**src/shared/dasc_consts.vh**
```
/*
 * Constants for the dual asynchronous serial channel: register byte
 * offsets, field positions and reset values.
 * Assumes inclusion by bare name from design files; definitions only.
 */
`ifndef DASC_CONSTS_VH
`define DASC_CONSTS_VH

// ************************************************************
// Register byte offsets on the AXI4-Lite slave
// ************************************************************
`define DASC_OFS_CTRL      8'h00
`define DASC_OFS_PRESC     8'h04
`define DASC_OFS_MODE0     8'h10
`define DASC_OFS_CMD0      8'h14
`define DASC_OFS_BAUD0     8'h18
`define DASC_OFS_STAT0     8'h1C
`define DASC_OFS_DATA0     8'h20
`define DASC_CH_STRIDE     8'h20

// ************************************************************
// Field positions
// ************************************************************
`define DASC_CTRL_GIM      0
`define DASC_CTRL_INIT     5
`define DASC_CTRL_CKSEL    7
`define DASC_MODE_STOP2    0
`define DASC_MODE_TXIM     1
`define DASC_MODE_PAREN    4
`define DASC_MODE_ODD      5
`define DASC_MODE_ERIM     6
`define DASC_MODE_RXIM     7
`define DASC_CMD_TX_ENABLE      0
`define DASC_CMD_RX_ENABLE      2
`define DASC_CMD_BRK       3
`define DASC_CMD_CLR       4
`define DASC_CMD_RTS       5

// ************************************************************
// Reset values and counts
// ************************************************************
`define DASC_CTRL_RST      8'hA1
`define DASC_CMD_RST       8'h10
`define DASC_MODE_RST      8'h00
`define DASC_BAUD_RST      8'h01
`define DASC_PRESC_RST     8'h01
`define DASC_START_SAMPLES 3'h4
`define DASC_OVS_PER_BIT   3'h7
`define DASC_MID_OFFSET    3'h3

`endif

```
**src/design/dasc_top.v**
```verilog
/*
 * Dual asynchronous serial channel with AXI4-Lite register slave,
 * clock source select, shared prescaler and per-channel power-of-two
 * baud generators, transmitters and receivers.
 * Assumes one clock mclk; serial inputs, clear-to-send and the external
 * baud clock are asynchronous pins and are synchronised here.
 */
// Our own choices: the AXI4-Lite slave port and the register offsets.
`timescale 1ns/1ps
`default_nettype none
`include "dasc_consts.vh"

// Function
// - Frame: start, data LSB first, parity, stops.
// - Start only when enabled, clear-to-send low, idle.
// - After start bit: busy, ready; load clears empty.
// - Waiting character follows stop bits immediately.
// - Started character completes; busy clears after.
// - Start valid after four successive low samples.
// - Data sampled at bit centres, eighth rate.
// - Parity checked; first stop checked for framing.
// - Received character zero-padded, ready flag set.
// - Unread buffer overwritten sets overrun.
// - All-zero frame sets break, waits for high.
// - Errors sticky until clear command; reception continues.
// - Interrupt: global mask zero, receive or transmit term.
// - Receive term: enabled, ready/break or errors, masks.
// - Priority: error, receive full, transmit empty.
// - Clock source select and 8-bit prescaler.
// - Power-of-two baud divider, then divide by eight.
// - Reset or init bit holds block until cleared.
// - Register reset values as specified.
// - Mode register field decode.
// - Command register field decode.
// - Ready and empty flag meanings.
module dasc_top (
	input  wire        mclk,
	input  wire        rstn,
	input  wire        ext_baud_clk,
	input  wire [1:0]  rxd,
	output wire [1:0]  txd,
	input  wire [1:0]  cts_n,
	output wire        rts_n,
	output wire [1:0]  irq,
	output wire [3:0]  irq_cause0,
	output wire [3:0]  irq_cause1,
	input  wire [7:0]  s_axi_awaddr,
	input  wire        s_axi_awvalid,
	output wire        s_axi_awready,
	input  wire [31:0] s_axi_wdata,
	input  wire [3:0]  s_axi_wstrb,
	input  wire        s_axi_wvalid,
	output wire        s_axi_wready,
	output wire [1:0]  s_axi_bresp,
	output wire        s_axi_bvalid,
	input  wire        s_axi_bready,
	input  wire [7:0]  s_axi_araddr,
	input  wire        s_axi_arvalid,
	output wire        s_axi_arready,
	output wire [31:0] s_axi_rdata,
	output wire [1:0]  s_axi_rresp,
	output wire        s_axi_rvalid,
	input  wire        s_axi_rready
);

	// ************************************************************
	// Reset release and pin synchronisers
	// ************************************************************
	reg  [1:0] rst_sync_r;
	reg  [4:0] pin_s1_r;
	reg  [4:0] pin_s2_r;
	wire       rst_n_int = rst_sync_r[1];

	// Reset is released through two flops; pins pass two flops.
	always @(posedge mclk or negedge rstn) begin
		if (!rstn) begin
			rst_sync_r <= 2'h0;
			pin_s1_r   <= 5'h1F;
			pin_s2_r   <= 5'h1F;
		end else begin
			rst_sync_r <= {rst_sync_r[0], 1'b1};
			pin_s1_r   <= {ext_baud_clk, cts_n, rxd};
			pin_s2_r   <= pin_s1_r;
		end
	end

	// ************************************************************
	// Registers
	// ************************************************************
	reg  [7:0]  ctrl_r;
	reg  [7:0]  presc_r;
	reg  [7:0]  mode_r [0:1];
	reg  [7:0]  cmd_r  [0:1];
	reg  [7:0]  baud_r [0:1];
	reg  [7:0]  txbuf_r [0:1];
	reg  [7:0]  rxbuf_r [0:1];
	reg  [1:0]  txfull_r, rx_ready_flag_r, pe_r, oe_r, fe_r, brk_r;
	reg         aw_hold_r, w_hold_r, bvalid_r, rvalid_r;
	reg  [7:0]  awaddr_r;
	reg  [31:0] wdata_r, rdata_r;
	reg  [1:0]  rresp_r, bresp_r;
	reg  [1:0]  set_rdy, set_pe, set_fe, set_brk;
	reg  [1:0]  take_tx;
	reg  [7:0]  rx_char [0:1];

	wire blk_rst = ~rst_n_int | ctrl_r[`DASC_CTRL_INIT];

	wire do_wr = aw_hold_r & w_hold_r & ~bvalid_r;
	wire do_rd = s_axi_arvalid & ~rvalid_r;
	assign s_axi_awready = ~aw_hold_r & ~bvalid_r;
	assign s_axi_wready  = ~w_hold_r & ~bvalid_r;
	assign s_axi_arready = ~rvalid_r;
	assign s_axi_bvalid  = bvalid_r;
	assign s_axi_bresp   = bresp_r;
	assign s_axi_rvalid  = rvalid_r;
	assign s_axi_rdata   = rdata_r;
	assign s_axi_rresp   = rresp_r;

	// Decodes an address into a register slot; 4'hF means unmapped.
	function [3:0] dec_addr;
		input [7:0] a;
		begin
			case (a)
			`DASC_OFS_CTRL:                       dec_addr = 4'h0;
			`DASC_OFS_PRESC:                      dec_addr = 4'h1;
			`DASC_OFS_MODE0:                      dec_addr = 4'h2;
			`DASC_OFS_CMD0:                       dec_addr = 4'h3;
			`DASC_OFS_BAUD0:                      dec_addr = 4'h4;
			`DASC_OFS_STAT0:                      dec_addr = 4'h5;
			`DASC_OFS_DATA0:                      dec_addr = 4'h6;
			`DASC_OFS_MODE0 + `DASC_CH_STRIDE:    dec_addr = 4'hA;
			`DASC_OFS_CMD0 + `DASC_CH_STRIDE:     dec_addr = 4'hB;
			`DASC_OFS_BAUD0 + `DASC_CH_STRIDE:    dec_addr = 4'hC;
			`DASC_OFS_STAT0 + `DASC_CH_STRIDE:    dec_addr = 4'hD;
			`DASC_OFS_DATA0 + `DASC_CH_STRIDE:    dec_addr = 4'hE;
			default:                              dec_addr = 4'hF;
			endcase
		end
	endfunction

	wire [3:0] wsel = dec_addr(awaddr_r);
	wire [3:0] rsel = dec_addr(s_axi_araddr);
	wire       wch  = wsel[3];
	wire       rch  = rsel[3];
	wire       wen  = do_wr;
	wire [1:0] tx_ready_flag;
	wire [1:0] tx_idle_empty;
	wire [7:0] stat0 = {1'b0, brk_r[0], fe_r[0], oe_r[0], pe_r[0],
		tx_idle_empty[0], rx_ready_flag_r[0], tx_ready_flag[0]};
	wire [7:0] stat1 = {1'b0, brk_r[1], fe_r[1], oe_r[1], pe_r[1],
		tx_idle_empty[1], rx_ready_flag_r[1], tx_ready_flag[1]};
	wire       rd_data0 = do_rd & (rsel == 4'h6);
	wire       rd_data1 = do_rd & (rsel == 4'hE);

	// AXI4-Lite channel capture and answers; unmapped answers SLVERR.
	always @(posedge mclk or negedge rstn) begin
		if (!rstn) begin
			aw_hold_r <= 1'b0;
			w_hold_r  <= 1'b0;
			bvalid_r  <= 1'b0;
			rvalid_r  <= 1'b0;
			awaddr_r  <= 8'h00;
			wdata_r   <= 32'h0000_0000;
			rdata_r   <= 32'h0000_0000;
			rresp_r   <= 2'h0;
			bresp_r   <= 2'h0;
		end else begin
			if (s_axi_awvalid && s_axi_awready) begin
				aw_hold_r <= 1'b1;
				awaddr_r  <= s_axi_awaddr;
			end
			if (s_axi_wvalid && s_axi_wready) begin
				w_hold_r <= 1'b1;
				wdata_r  <= s_axi_wstrb[0] ? s_axi_wdata : 32'h0000_0000;
			end
			if (do_wr) begin
				aw_hold_r <= 1'b0;
				w_hold_r  <= 1'b0;
				bvalid_r  <= 1'b1;
				bresp_r   <= (wsel == 4'hF) ? 2'h2 : 2'h0;
			end else if (bvalid_r && s_axi_bready) begin
				bvalid_r <= 1'b0;
			end
			if (do_rd) begin
				rvalid_r <= 1'b1;
				rresp_r  <= (rsel == 4'hF) ? 2'h2 : 2'h0;
				case (rsel[2:0])
				3'h0:    rdata_r <= {24'h0, ctrl_r};
				3'h1:    rdata_r <= {24'h0, presc_r};
				3'h2:    rdata_r <= {24'h0, mode_r[rch]};
				3'h3:    rdata_r <= {24'h0, cmd_r[rch] & 8'h2D};
				3'h4:    rdata_r <= {24'h0, baud_r[rch]};
				3'h5:    rdata_r <= {24'h0, rch ? stat1 : stat0};
				3'h6:    rdata_r <= {24'h0, rxbuf_r[rch]};
				default: rdata_r <= 32'h0000_0000;
				endcase
			end else if (rvalid_r && s_axi_rready) begin
				rvalid_r <= 1'b0;
			end
		end
	end

	// Global control: only system reset forces its reset value.
	always @(posedge mclk or negedge rstn) begin
		if (!rstn) begin
			ctrl_r  <= `DASC_CTRL_RST;
			presc_r <= `DASC_PRESC_RST;
		end else if (!rst_n_int) begin
			ctrl_r  <= `DASC_CTRL_RST;
			presc_r <= `DASC_PRESC_RST;
		end else if (wen) begin
			if (wsel == 4'h0)
				ctrl_r <= wdata_r[7:0] & 8'hA1;
			if (wsel == 4'h1)
				presc_r <= wdata_r[7:0];
		end
	end

	// ************************************************************
	// Clock source, prescaler and baud generators
	// ************************************************************
	reg        extd_r;
	reg  [7:0] pcnt_r;
	wire       src_tick = ctrl_r[`DASC_CTRL_CKSEL] | (pin_s2_r[4] & ~extd_r);
	wire [7:0] plim = presc_r - 8'h01; // 0 wraps to 255: divide by 256.
	wire       ptick = src_tick & (pcnt_r == plim);

	// The external clock must run below half of mclk to be seen.
	always @(posedge mclk or negedge rstn) begin
		if (!rstn) begin
			extd_r <= 1'b1; // Matches the pin's reset level, so no false first tick.
			pcnt_r <= 8'h00;
		end else begin
			extd_r <= pin_s2_r[4];
			if (blk_rst)
				pcnt_r <= 8'h00;
			else if (ptick)
				pcnt_r <= 8'h00;
			else if (src_tick)
				pcnt_r <= pcnt_r + 8'h01;
		end
	end

	// ************************************************************
	// Per-channel transmitter and receiver
	// ************************************************************
	genvar ch;
	generate
	for (ch = 0; ch < 2; ch = ch + 1) begin : g_ch
		reg  [6:0] bcnt_r;
		reg  [2:0] tphase_r, rphase_r, scnt_r;
		reg        tx_busy_r, txd_r, tpar_r;
		reg  [3:0] tbit_r, rbit_r;
		reg  [7:0] tsh_r, rsh_r;
		reg        rpar_r, rzero_r, rwait_r;
		reg  [1:0] rst_r;
		wire [7:0] m  = mode_r[ch];
		wire [7:0] c  = cmd_r[ch];
		wire [3:0] dlen = {2'h0, m[3:2]} + 4'h5;
		wire [3:0] plen = dlen + {3'h0, m[`DASC_MODE_PAREN]};
		wire [3:0] flen = plen + 4'h1 + {3'h0, m[`DASC_MODE_STOP2]};
		wire       cts_lo = ~pin_s2_r[2 + ch];
		wire       rx_in  = pin_s2_r[ch];
		// One-hot baud bit n divides by 2^n: tick when the n low count bits are zero.
		wire [6:0] bmask = baud_r[ch][6:0] - 7'h01;
		wire       otick = ptick & ((bcnt_r & bmask) == 7'h00);
		wire       btick = otick & (tphase_r == `DASC_OVS_PER_BIT);
		wire       bufe  = ~txfull_r[ch];

		// Power-of-two divider: count prescaled ticks in binary.
		always @(posedge mclk or negedge rstn) begin
			if (!rstn)
				bcnt_r <= 7'h00;
			else if (blk_rst)
				bcnt_r <= 7'h00;
			else if (ptick)
				bcnt_r <= bcnt_r + 7'h01;
		end

		assign tx_idle_empty[ch] = bufe & ~tx_busy_r;
		assign tx_ready_flag[ch] = bufe & (m[`DASC_MODE_TXIM] |
			(cts_lo & c[`DASC_CMD_TX_ENABLE]));

		// Transmitter: frame index 0 is start, 1..flen data/parity/stop.
		always @(posedge mclk or negedge rstn) begin
			if (!rstn) begin
				tphase_r <= 3'h0;
				tx_busy_r <= 1'b0;
				txd_r <= 1'b1;
				tbit_r <= 4'h0;
				tsh_r <= 8'h00;
				tpar_r <= 1'b0;
				take_tx[ch] <= 1'b0;
			end else if (blk_rst) begin
				tphase_r <= 3'h0;
				tx_busy_r <= 1'b0;
				txd_r <= 1'b1;
				tbit_r <= 4'h0;
				tsh_r <= 8'h00;
				tpar_r <= 1'b0;
				take_tx[ch] <= 1'b0;
			end else begin
				take_tx[ch] <= 1'b0;
				if (otick)
					tphase_r <= tphase_r + 3'h1;
				if (btick) begin
					if ((!tx_busy_r || tbit_r == flen + 4'h1) && txfull_r[ch] &&
						c[`DASC_CMD_TX_ENABLE] && cts_lo) begin
						txd_r <= 1'b0;
						tsh_r <= txbuf_r[ch];
						tpar_r <= ^(txbuf_r[ch] & ~(8'hFF << dlen)) ^ m[`DASC_MODE_ODD];
						tbit_r <= 4'h1;
						tx_busy_r <= 1'b1;
						take_tx[ch] <= 1'b1;
					end else if (tx_busy_r && tbit_r == flen + 4'h1) begin
						tx_busy_r <= 1'b0;
						txd_r <= 1'b1;
					end else if (tx_busy_r) begin
						tbit_r <= tbit_r + 4'h1;
						if (tbit_r <= dlen) begin
							txd_r <= tsh_r[0];
							tsh_r <= {1'b0, tsh_r[7:1]};
						end else if (tbit_r == dlen + 4'h1 && m[`DASC_MODE_PAREN])
							txd_r <= tpar_r;
						else
							txd_r <= 1'b1;
					end
				end
			end
		end
		// Data bits shift from the loaded copy; parity uses it too.
		assign txd[ch] = txd_r & ~c[`DASC_CMD_BRK];

		// Receiver: idle, start qualification, then centre sampling.
		always @(posedge mclk or negedge rstn) begin
			if (!rstn) begin
				rst_r <= 2'h0;
				scnt_r <= 3'h0;
				rphase_r <= 3'h0;
				rbit_r <= 4'h0;
				rsh_r <= 8'h00;
				rpar_r <= 1'b0;
				rzero_r <= 1'b0;
				rwait_r <= 1'b0;
				{set_rdy[ch], set_pe[ch], set_fe[ch], set_brk[ch]} <= 4'h0;
				rx_char[ch] <= 8'h00;
			end else if (blk_rst || !c[`DASC_CMD_RX_ENABLE]) begin
				rst_r <= 2'h0;
				scnt_r <= 3'h0;
				rwait_r <= 1'b0;
				{set_rdy[ch], set_pe[ch], set_fe[ch], set_brk[ch]} <= 4'h0;
			end else begin
				{set_rdy[ch], set_pe[ch], set_fe[ch], set_brk[ch]} <= 4'h0;
				if (rwait_r && rx_in)
					rwait_r <= 1'b0;
				if (otick) begin
					case (rst_r)
					2'h0: begin
						if (!rx_in && !rwait_r) begin
							scnt_r <= 3'h1;
							rst_r <= 2'h1;
						end
					end
					2'h1: begin
						if (rx_in)
							rst_r <= 2'h0;
						else if (scnt_r == `DASC_START_SAMPLES - 3'h1) begin
							rst_r <= 2'h2;
							rphase_r <= 3'h0;
							rbit_r <= 4'h1;
							rsh_r <= 8'h00;
							rpar_r <= m[`DASC_MODE_ODD];
							rzero_r <= 1'b1;
						end else
							scnt_r <= scnt_r + 3'h1;
					end
					2'h2: begin
						rphase_r <= rphase_r + 3'h1;
						// Fourth sample sits half a bit in; centres every eight.
						if (rphase_r == `DASC_OVS_PER_BIT) begin
							rbit_r <= rbit_r + 4'h1;
							rzero_r <= rzero_r & ~rx_in;
							if (rbit_r <= dlen) begin
								rsh_r <= {rx_in, rsh_r[7:1]};
								rpar_r <= rpar_r ^ rx_in;
							end else if (rbit_r == plen && m[`DASC_MODE_PAREN]) begin
								set_pe[ch] <= rpar_r ^ rx_in;
							end
							if (rbit_r == plen + 4'h1) begin
								set_fe[ch] <= ~rx_in;
								set_rdy[ch] <= 1'b1;
								rx_char[ch] <= rsh_r >> (4'h8 - dlen);
								if (rzero_r && !rx_in) begin
									set_brk[ch] <= 1'b1;
									rwait_r <= 1'b1;
								end
								rst_r <= 2'h0;
							end
						end
					end
					default: rst_r <= 2'h0;
					endcase
				end
			end
		end
	end
	endgenerate

	// ************************************************************
	// Channel registers, buffers and sticky flags
	// ************************************************************
	integer i;
	// Hardware set wins over a clear in the same cycle.
	always @(posedge mclk or negedge rstn) begin
		if (!rstn) begin
			for (i = 0; i < 2; i = i + 1) begin
				mode_r[i] <= `DASC_MODE_RST;
				cmd_r[i] <= `DASC_CMD_RST;
				baud_r[i] <= `DASC_BAUD_RST;
				txbuf_r[i] <= 8'h00;
				rxbuf_r[i] <= 8'h00;
			end
			{txfull_r, rx_ready_flag_r, pe_r, oe_r, fe_r, brk_r} <= 12'h000;
		end else if (blk_rst) begin
			for (i = 0; i < 2; i = i + 1) begin
				cmd_r[i] <= `DASC_CMD_RST;
				rxbuf_r[i] <= 8'h00;
			end
			{txfull_r, rx_ready_flag_r, pe_r, oe_r, fe_r, brk_r} <= 12'h000;
			if (wen && wsel[2:0] == 3'h2)
				mode_r[wch] <= wdata_r[7:0];
			if (wen && wsel[2:0] == 3'h4)
				baud_r[wch] <= wdata_r[7:0];
		end else begin
			for (i = 0; i < 2; i = i + 1) begin
				if (take_tx[i])
					txfull_r[i] <= 1'b0;
				if (set_rdy[i]) begin
					rxbuf_r[i] <= rx_char[i];
					oe_r[i] <= oe_r[i] | rx_ready_flag_r[i];
				end
				if (wen && wch == i[0] && wsel[2:0] == 3'h3 && wdata_r[`DASC_CMD_CLR]) begin
					pe_r[i] <= 1'b0;
					fe_r[i] <= 1'b0;
					brk_r[i] <= 1'b0;
					if (!set_rdy[i])
						oe_r[i] <= 1'b0;
				end
				if (set_pe[i]) pe_r[i] <= 1'b1;
				if (set_fe[i]) fe_r[i] <= 1'b1;
				if (set_brk[i]) brk_r[i] <= 1'b1;
				if (set_rdy[i] && rx_ready_flag_r[i]) oe_r[i] <= 1'b1;
			end
			rx_ready_flag_r <= (rx_ready_flag_r & ~{rd_data1, rd_data0}) | set_rdy;
			if (wen && wsel[2:0] == 3'h2)
				mode_r[wch] <= wdata_r[7:0];
			if (wen && wsel[2:0] == 3'h3)
				cmd_r[wch] <= wdata_r[7:0] & 8'h3D;
			if (wen && wsel[2:0] == 3'h4)
				baud_r[wch] <= wdata_r[7:0];
			if (wen && wsel[2:0] == 3'h6) begin
				txbuf_r[wch] <= wdata_r[7:0];
				txfull_r[wch] <= 1'b1;
			end
		end
	end

	assign rts_n = ~cmd_r[0][`DASC_CMD_RTS];

	// ************************************************************
	// Interrupt combination and cause priority
	// ************************************************************
	wire [1:0] err_t, rxf_t, txe_t, rx_irq_term, tx_irq_term;
	generate
	for (ch = 0; ch < 2; ch = ch + 1) begin : g_irq
		assign err_t[ch] = cmd_r[ch][`DASC_CMD_RX_ENABLE] & ~mode_r[ch][`DASC_MODE_ERIM] &
			(fe_r[ch] | oe_r[ch] | pe_r[ch]);
		assign rxf_t[ch] = cmd_r[ch][`DASC_CMD_RX_ENABLE] & ~mode_r[ch][`DASC_MODE_RXIM] &
			(rx_ready_flag_r[ch] | brk_r[ch]);
		assign rx_irq_term[ch] = err_t[ch] | rxf_t[ch];
		assign tx_irq_term[ch] = cmd_r[ch][`DASC_CMD_TX_ENABLE] & ~pin_s2_r[2 + ch] &
			tx_ready_flag[ch] & ~mode_r[ch][`DASC_MODE_TXIM];
		assign txe_t[ch] = tx_irq_term[ch];
		assign irq[ch] = ~ctrl_r[`DASC_CTRL_GIM] & (rx_irq_term[ch] | tx_irq_term[ch]);
	end
	endgenerate

	// Highest pending cause only, one-hot: error, receive, transmit.
	assign irq_cause0 = {1'b0, err_t[0], rxf_t[0] & ~err_t[0],
		txe_t[0] & ~rx_irq_term[0]};
	assign irq_cause1 = {1'b0, err_t[1], rxf_t[1] & ~err_t[1],
		txe_t[1] & ~rx_irq_term[1]};

endmodule

`default_nettype wire

```
**config.mk**
```make
export PLATFORM = sky130hd
export DESIGN_NAME = dasc_top
export DESIGN_NICKNAME = d
export VERILOG_FILES = /design/src/design/dasc_top.v
export VERILOG_INCLUDE_DIRS = /design/src /design/src/shared
export SDC_FILE = /design/constraint.sdc
export NUM_CORES = 1
export LEC_CHECK = 0
export BUFFER_PORTS_ARGS = -buffer_cell sky130_fd_sc_hd__buf_2
export CAP_MARGIN = 10
export CORE_MARGIN = 1.5
export CORE_UTILIZATION = 30
export DETAILED_ROUTE_END_ITERATION = 8
export PLACE_DENSITY = 0.44
export SLEW_MARGIN = 20
export SYNTH_ARGS = -nofsm -noshare
export SYNTH_HDL_FRONTEND = slang
export SYNTH_SLANG_ARGS = --single-unit
```
**constraint.sdc**
```tcl
create_clock -name mclk -period 5.5 [get_ports mclk]
set_input_delay 0.275 -clock mclk [delete_from_list [all_inputs] [get_ports mclk]]
set_output_delay 0.275 -clock mclk [all_outputs]
set_load 0.02 [all_outputs]
```
After elaboration in Yosys (flattened, before gate mapping)
Cells that the tools add are included.
- add/sub/neg operators: 30
- $lt $le $gt $ge: 9
- equality and inequality tests: 81
- shift operators: 4
- muxes and demuxes: 268
- bitwise logic cells: 105
- reduce and logical (&&, ||, !) cells: 118
- operator list (cell ; count):
    $mux 8 ; 42
    $mux 1 ; 135
    $pmux 4 s12 ; 2
    $eq 8x6->1 const B ; 10
    $bwmux 16 ; 4
    $eq 8x5->1 const B ; 8
    $mux 4 ; 16
    $pmux 8 s7 ; 1
    $mux 3 ; 18
    $mux 16 ; 3
    $mux 2 ; 23
    $reduce_bool 3->1 ; 15
    $and 1x1->1 ; 41
    $add 4x1->4 const B ; 10
    $reduce_and 5->1 ; 8
    $logic_and 1x1->1 ; 36
    $ne 3x3->1 const B ; 12
    $reduce_bool 2->1 ; 18
    $mux 7 ; 5
    $eq 4x4->1 ; 8
    $not 1->1 ; 32
    $pmux 8 s2 ; 2
    $eq 3x3->1 const B ; 9
    $pmux 3 s2 ; 4
    other kinds (57) ; 153
- flip-flop bits (word level): 307
- input bits: 64
- output and inout port bits: 54
- word-level logic and storage cells: 692

Longest topological paths before layout
Gate-level depths: netlist of run 1.
- depth in word-level cells: 13
- depth in mapped cells: 14
- gate-level depth less buffers: 12

Worst setup path after synthesis of run 1
No wires, ideal clock.
- kind: flip-flop to flip-flop
- from: register mode_r, in the netlist g_ch[0].m[2]
- to: register g_ch[0].tpar_r
- library setup time: 0.136 ns
- data arrival time: 3.995 ns
- required time: 5.364 ns
- slack: 1.369 ns
- cell stages (with the launch flop): 14
- buffers on the path: 2
- clock period less this slack: 4.131 ns
- cells stage by stage: dfrtp_1 clkbuf_1 inv_1 ha_1 fa_1 ha_1 ha_1 xor2_1 or3_1 o21ai_1 nand2_1 buf_1 o21ai_0 a21oi_1
- cells in the longest elaborated chain, start to end: 12
- elaborated cells on any way between the ends: 20
- classes of those cells: add/sub: 5; eq/ne: 1; shift: 1; mux: 3; bitwise: 3; reduce/logical: 7
- RTL lines (what ; line ; RTL):
    start, declared ; dasc_top.v:92 ; reg [7:0] mode_r [0:1];
    start signal, assigned by index ; dasc_top.v:417 ; mode_r[i] <= `DASC_MODE_RST;
    start signal, assigned by index ; dasc_top.v:431 ; mode_r[wch] <= wdata_r[7:0];
    start signal, assigned by index ; dasc_top.v:456 ; mode_r[wch] <= wdata_r[7:0];
    $add 2x3->4 * ; dasc_top.v:259 ; wire [3:0] dlen = {2'h0, m[3:2]} + 4'h5;
    $add 4x1->4 ; dasc_top.v:260 ; wire [3:0] plen = dlen + {3'h0, m[`DASC_MODE_PAREN]};
    $add 4x1->4 (2 in a row) ; dasc_top.v:261 ; wire [3:0] flen = plen + 4'h1 + {3'h0, m[`DASC_MODE_STOP2]};
    $add 4x1->4 ; dasc_top.v:307 ; if ((!tx_busy_r || tbit_r == flen + 4'h1) && txfull_r[ch] &&
    $eq 4x4->1 ; dasc_top.v:307 ;
    $logic_or 1x1->1 ; dasc_top.v:307 ;
    $logic_and 1x1->1 (3 in a row) ; dasc_top.v:307 ;
    $reduce_bool 2->1 (no source line) ; - ;
    $reduce_and 2->1 (no source line) ; - ;
    end signal, assigned ; dasc_top.v:311 ; tpar_r <= ^(txbuf_r[ch] & ~(8'hFF << dlen)) ^ m[`DASC_MODE_ODD];
    end, declared ; dasc_top.v:252 ; reg tx_busy_r, txd_r, tpar_r;
Mark *: on every way between the ends. The rest lies on a longest branch, timed or not. The select of a mux whose other input is x is not followed.
A chain may end at the register's enable or synchronous reset.

Worst setup path in the final report of run 1
- from: register mode_r, in the netlist g_ch[1].m[2]
- to: register g_ch[1].tsh_r[6]
- cells in the longest elaborated chain, start to end: 13
- elaborated cells on any way between the ends: 19
- classes of those cells: add/sub: 5; order compare: 1; eq/ne: 2; mux: 3; reduce/logical: 8
- RTL lines (what ; line ; RTL):
    $add 2x3->4 * ; dasc_top.v:259 ;
    $add 4x1->4 ; dasc_top.v:260 ;
    $add 4x1->4 (2 in a row) ; dasc_top.v:261 ;
    $add 4x1->4 ; dasc_top.v:307, dasc_top.v:315 ;
    $eq 4x4->1 ; dasc_top.v:307, dasc_top.v:315 ;
    $logic_or 1x1->1 ; dasc_top.v:307 ;
    $logic_and 1x1->1 (3 in a row) ; dasc_top.v:307 ;
    $mux 8 ; dasc_top.v:307 ;
    $mux 8 ; dasc_top.v:306 ; if (btick) begin
    $mux 8 ; dasc_top.v:294 ; end else if (blk_rst) begin
    end signal, assigned ; dasc_top.v:310 ; tsh_r <= txbuf_r[ch];
    end signal, assigned ; dasc_top.v:322 ; tsh_r <= {1'b0, tsh_r[7:1]};
    end, declared ; dasc_top.v:254 ; reg [7:0] tsh_r, rsh_r;
Marked as above.

==> reports/metrics.yaml, run 1 <==
sta:
  period_share_pct: 82.9
  tightest_slew_ns: 1.07
  fin_crit_ns: 4.56
  skew_ns: 0.0152
  rsz0062_at_grt: "false"
  tns_ns: 0
  final_hold_viol_count: 0
  timing.fmax_mhz: 219
  relSlewSlack_pct: 28.6
  setup_viol: 0
  slew_violations: 0
floorplan:
  dieArea_um2: 51400
  num_rows: 81
  fp.coreArea_um2: 49200
  ios: 118
  start_util_pct: 30.6
  dieWidth_um: 227
  die_h_um: 227
placed_design:
  placedCellCount: 2207
  port_buffers: 62
  routabilityCongestion: 0.816
  hpwlAfterDp_um: 29400
pwr:
  internal_power_mw: 4.07
  pwr-share-clk_pct: 41.2
  switching_share_pct: 30.5
  seq_power_share_pct: 40.0
  power.density_nw_per_um2: 337
  switchingPower_mw: 1.79
  leakagePower_nw: 7.53
  peakVddDrop_v: 0.000179
  power.total_mw: 5.85
  comb_power_share_pct: 18.8
clock_network:
  clock-sinks: 268
  h-tree-depth: 2
  cts_tree: "done"
  cts-root-buf: "clkbuf_16"
  cts_buffer_depth: 3
  cts_resized: 0
  clock_latency_ns: 0.53
  clk_pin_slew_ns: 0.06
  cts_inserted_buffers: 35
final_layout:
  drive_above_1_share_pct: 14.4
  mostFrequentLayoutCell: "dfrtp_1"
  diodes: 0
  syn2layout_area_growth_pct: 15.8
  instances_no_fill: 2293
  layout.nets: 1728
  layout_common_cells: "dfrtp_1 (249), nand2_1 (183), nor2_1 (111)"
yosys:
  syn_avg_cell_area_um2: 9.82
  async_flop_share_pct: 100
  synth_top_flop_cell: "dfrtp_1"
  synth_edf_count: 0
  synth_seq_cells: 268
  synth_area_um2: 15000
  synth_cell_types: 83
  ys_seq_area_share_pct: 44.8
  syn_inst: 1530
  yosys_warnings: 0
global_routing:
  antenna_found_initial: 0
  overflow: 0
  grt_usage_pct: 16.7
  grt_pass1_vias: 11126
  grt_pass1_wl_um: 66200
  grt_max_degree: 167
worst_setup_path:
  cp-end-kind: "flop"
  cp_max_fo: 16
  r2r-end: "g_ch[1].tsh_r[6]"
  reg2reg_depth: 11
  arrival_ns: 4.98
  crit_path_start_kind: "flop"
  cp.required_ns: 5.92
  reg2reg_slack_ns: 0.94
  criticalPathCategory: "flop to flop"
  cp-startpoint: "g_ch[1].m[2]"
  r2r-start: "g_ch[1].m[2]"
route:
  drc: 0
  routed_wl_um: 42000
  vias: 11256
  drtIter0Drc: 713
  wl_per_cell_um: 18.3
  final_antenna_net_count: 0
  drt_first_pass_iters: 5
  via_per_inst: 4.91
hold_path:
  min_to: "s_axi_rresp[1]"
  hold_path.startpoint: "s_axi_arvalid"
  hp-class: "input pin to flop"
  min_path_cells: 3
run:
  maxCapViolCount: 0
status:
  status: "finished clean"
==> cell type report <==
class | instances | area [µm²]
Clock buffer | 49 | 1000
Clock inverter | 13 | 203
Fill cell | 4964 | 31800
Inverter | 68 | 255
Multi-Input combinational cell | 1128 | 7670
Sequential cell | 268 | 6730
Tap cell | 664 | 831
Timing Repair Buffer | 103 | 701
==> cells by family (layout without fill, tap and decap cells) <==
group / Yosys count / in the layout / synth area share (%)
AND/OR/NAND/NOR: 527 / 527 / 17.1
AO/OA/AOI/OAI: 286 / 286 / 12.5
flip-flops: 268 / 268 / 44.8
buffers and inverters: 161 / 233 / 4.86
multiplexers: 138 / 138 / 10.5
XOR/XNOR: 88 / 88 / 5.13
adder cells (fa/ha/maj): 60 / 60 / 5.10
other: 2 / 29 / 0.0500
==> critical path: stages (launching register included) <==
cell and delay (ns):
dfrtp_1 0.69, inv_1 0.36, ha_1 0.31, fa_1 0.54
ha_1 0.41, nor3b_1 0.33, o21ai_0 0.15, nor4b_1 0.20
a21boi_0 0.59, nand2_1 0.34, o22a_1 0.26, o221a_2 0.26
==> worst max path at each step <==
stage | slack [ns] | endpoint | depth (start not counted)
detailed placement | 0.97 | g_ch[1].tsh_r[6] | 11
global placement | 1.05 | g_ch[0].tsh_r[7] | 12
floorplan | 1.37 | g_ch[0].tpar_r | 13
CTS | 0.93 | g_ch[1].tsh_r[2] | 11
global route | 0.56 | g_ch[1].tbit_r[2] | 11
finish | 0.94 | g_ch[1].tsh_r[6] | 11
==> metal layers <==
metal  global-route usage [%]  vias to the layer above  routed length, µm
li1                         -                     5506                  -
met1                     23.7                     5534              21000
met2                     26.2                      161              18800
met3                     2.71                       55               1290
met4                     4.60                        0                996
met5                        0                        -                  0
==> registers in the layout, summed over array words and instances, names as in the netlist, 14 cells and up <==
signal / flops
baud_r: 16
g_ch.bcnt_r: 14
g_ch.m: 16
g_ch.rsh_r: 16
g_ch.tsh_r: 16
rx_char: 16
rxbuf_r: 16
txbuf_r: 16
==> cell usage after synthesis, types with 12 or more instances <==
cell type	instances	area share [%]
dfrtp_1	249	41
nand2_1	183	4.6
nor2_1	111	2.8
o21ai_0	99	3.3
mux2i_1	80	5.3
inv_1	68	1.7
a21oi_1	59	2.0
ha_1	58	4.8
xnor2_1	54	3.1
clkbuf_1	52	1.3
mux2_2	46	3.4
nand3_1	39	1.3
nor3_1	36	1.2
nor2b_1	34	1.4
xor2_1	34	2.0
buf_4	29	1.4
nand4_1	27	1.1
dfstp_2	19	3.3
and3_1	15	0.62
nand2b_1	12	0.50
o211ai_1	12	0.60
==> per-stage QoR <==
step	worst slack (ns)	cell area [µm²]	hold WS (ns)	utilization (%)
2_1_floorplan	1.37	15100	-0.0206	-
3_3_place_gp	1.05	15900	0.334	32.4
3_5_place_dp	0.971	15900	0.335	32.4
4_1_cts	0.933	17400	0.00170	35.4
5_1_grt	0.558	17400	0.0219	35.4
6_report	0.942	17400	0.0303	35.4
==> timing repair <==
action,4_1_cts,5_1_grt
hold buffers,24,0
setup buffers,0,0
endpoints found under the hold margin,117,0
==> power by group through the flow <==
stage | registers [mW] | logic [mW] | clock network, mW
3_3_place_gp | 2.38 | 1.08 | 0
3_5_place_dp | 2.39 | 1.09 | 0
6_report | 2.34 | 1.10 | 2.41
4_1_cts | 2.35 | 1.11 | 2.49
2_1_floorplan | 2.21 | 0.900 | 0
5_1_grt | 2.37 | 1.24 | 2.57
No activity file was read; power rests on OpenSTA's default activity.
==> inputs of run 2 (changes only) <==
Settings changed: PLACE_DENSITY 0.44 to 0.45.
Clock period 5.5 ns to 3.9 ns, I/O delays scaled along.
==> run 2 against run 1 <==
Clock power increased by 33%. Sequential power increased by 40%. Highest routed layer unchanged. Register-to-register slack got worse by 0.60 ns. Critical path depth grew 1. Sequential cell count unchanged. Core utilization is 0.40 points higher. Global-route usage is essentially flat. Clock skew increased by 0.00096 ns. Worst hold slack better by 0.0062 ns.
==> reports/metrics.yaml, run 2 (synthesized netlist as in run 1, its figures left out) <==
global_routing:
  overflow: 0  # unchanged
  grt_max_degree: 101  # -40%
  grt_usage_pct: 16.7  # +0.044 points
  grt_pass1_vias: 11219  # +0.84%
  grt_pass1_wl_um: 66000  # -0.32%
  antenna_found_initial: 0  # unchanged
floorplan:
  dieWidth_um: 227  # unchanged
  dieArea_um2: 51400  # unchanged
  ios: 118  # unchanged
  num_rows: 81  # unchanged
  die_h_um: 227  # unchanged
  fp.coreArea_um2: 49200  # unchanged
  start_util_pct: 30.6  # unchanged
sta:
  relSlewSlack_pct: 41.4  # +13 points
  fin_crit_ns: 3.56  # -1.00 ns
  setup_viol: 0  # unchanged
  tightest_slew_ns: 0.875  # -0.197 ns
  slew_violations: 0  # unchanged
  tns_ns: 0  # unchanged
  timing.fmax_mhz: 281  # +28%
  period_share_pct: 91.2  # +8.3 points
  skew_ns: 0.0162  # +0.000964 ns
  hold_ws_ns: 0.0365  # +0.00619 ns
  final_hold_viol_count: 0  # unchanged
  rsz0062_at_grt: "false"
hold_path:
  hp-class: "input pin to flop"
pwr:
  internal_power_mw: 5.66  # +39%
  seq_power_share_pct: 40.1  # about the same
  pwr-share-clk_pct: 39.4  # -1.8 points
  switching_share_pct: 30.5  # about the same
  peakVddDrop_v: 0.000257  # +43%
  leakagePower_nw: 7.63  # +1.4%
  comb_power_share_pct: 20.5  # +1.7 points
  power.total_mw: 8.14  # +39%
  switchingPower_mw: 2.49  # +39%
  power.density_nw_per_um2: 463  # +38%
clock_network:
  cts_inserted_buffers: 34  # -2.9%
  cts_buffer_depth: 3  # unchanged
  cts_tree: "done"
  h-tree-depth: 2  # unchanged
  post_cts_buffers: 0  # unchanged
  clock-sinks: 268  # unchanged
  cts-root-buf: "clkbuf_16"
  clk_pin_slew_ns: 0.06  # about the same
  clock_latency_ns: 0.54  # about the same
placed_design:
  hpwlAfterDp_um: 29500  # +0.61%
  routabilityCongestion: 0.832  # +2.1%
  port_buffers: 62  # unchanged
  placedCellCount: 2225  # +0.82%
route:
  via_per_inst: 4.97  # +1.3%
  drtIter0Drc: 717  # +0.56%
  final_antenna_net_count: 0  # unchanged
  vias: 11522  # +2.4%
  routed_wl_um: 41800  # -0.47%
  drt_first_pass_iters: 5  # unchanged
  wl_per_cell_um: 18.1  # -1.5%
  drc: 0  # unchanged
worst_setup_path:
  criticalPathCategory: "flop to flop"
  crit_path_start_kind: "flop"
  reg2reg_slack_ns: 0.34  # -0.60 ns
  cp-end-kind: "flop"
  cp.required_ns: 4.32  # -1.60 ns
  arrival_ns: 3.97  # -1.01 ns
  r2r-end: "g_ch[1].tsh_r[4]"
  cp-startpoint: "g_ch[1].m[2]"
  path_cells: "inv_1 -> ha_1 -> fa_1 -> ha_1 -> ha_1 -> xnor2_1 -> xnor2_1 -> nor3_1 -> a21bo_2 -> nand2_1 -> o22a_1 -> o221a_2"
  crit_path_end: "g_ch[1].tsh_r[4]"
  cp_max_fo: 10  # -6
  slowest_delay_ns: 0.59  # -0.10 ns
  slowest_stage: "fa_1"
  reg2reg_depth: 12  # +1
  crit_path_frequent_cell: "ha_1"
  r2r-start: "g_ch[1].m[2]"
final_layout:
  diodes: 0  # unchanged
  syn2layout_area_growth_pct: 17.1
  fillers: 4975  # +0.22%
  layout_common_cells: "dfrtp_1 (249), nand2_1 (183), nor2_1 (111)"
  seqCellArea_um2: 6730  # unchanged
  instances_no_fill: 2317  # +1.0%
  multi_input_area_um2: 7680  # +0.20%
  mostFrequentLayoutCell: "dfrtp_1"
  fin_util_pct: 35.8  # +0.40 points
  drive_above_1_share_pct: 15.2  # +0.76 points
  layout.nets: 1754  # +1.5%
status:
  status: "finished clean"
run:
  maxCapViolCount: 0  # unchanged
-- run 2: what timing repair did --
item	in CTS	in global routing
resized for setup	0	2
hold buffers	33	0
endpoints found under the setup margin	0	13
endpoints found under the hold margin	96	0
-- run 2: through the flow --
step	worst slack, ns	cell area, µm²
floorplan	0.0794	15100
global placement	0.267	16100
detailed placement	0.187	16100
CTS	0.140	17600
global route	0.0119	17600
finish	0.345	17600
-- run 2: per-layer routing --
| metal | track usage (%) | vias to the layer above | routed length (µm) |
|---|---|---|---|
| li1 | - | 5573 | - |
| met1 | 24.0 | 5666 | 20400 |
| met2 | 25.6 | 211 | 18500 |
| met3 | 2.02 | 72 | 1580 |
| met4 | 6.69 | 0 | 1380 |
| met5 | 0 | - | 0 |
-- run 2: worst min-delay path by stage --
stage	endpoint	depth (start not counted)	start	slack [ns]
5_1_grt	aw_hold_r	3	s_axi_awvalid	0.04
3_5_place_dp	pcnt_r[2]	1	rstn	0.25
6_report	aw_hold_r	3	s_axi_awvalid	0.04
2_1_floorplan	aw_hold_r	0	rstn	-0.10
4_1_cts	aw_hold_r	3	s_axi_awvalid	0.01
3_3_place_gp	pcnt_r[2]	1	rstn	0.26
-- run 2: layout make-up --
cell class              instances  share of cell area [%]
multi-input cells            1128                    43.7
repair buffers                130                    5.41
well taps                     664                    4.72
clock buffers                  55                    6.05
inverters                      68                    1.45
clock inverters                 4                   0.420
flip-flops and latches        268                    38.3
-- run 2: worst max-delay path, delay by kind of cell, from the launching register on --
kind,cells,cell delay [ns]
buf+inv,1,0.07
xor+xnor,2,0.28
fa+ha+maj,4,1.35
simple gates,2,0.54
compound gates,3,0.80
flops,1,0.41
-- run 2: power by group through the flow --
| stage | registers (mW) | logic, mW | clock network [mW] |
|---|---|---|---|
| floorplan | 3.12 | 1.27 | 0 |
| global placement | 3.32 | 1.61 | 0 |
| detailed placement | 3.32 | 1.63 | 0 |
| CTS | 3.27 | 1.66 | 3.33 |
| global route | 3.30 | 1.88 | 3.43 |
| finish | 3.27 | 1.67 | 3.21 |
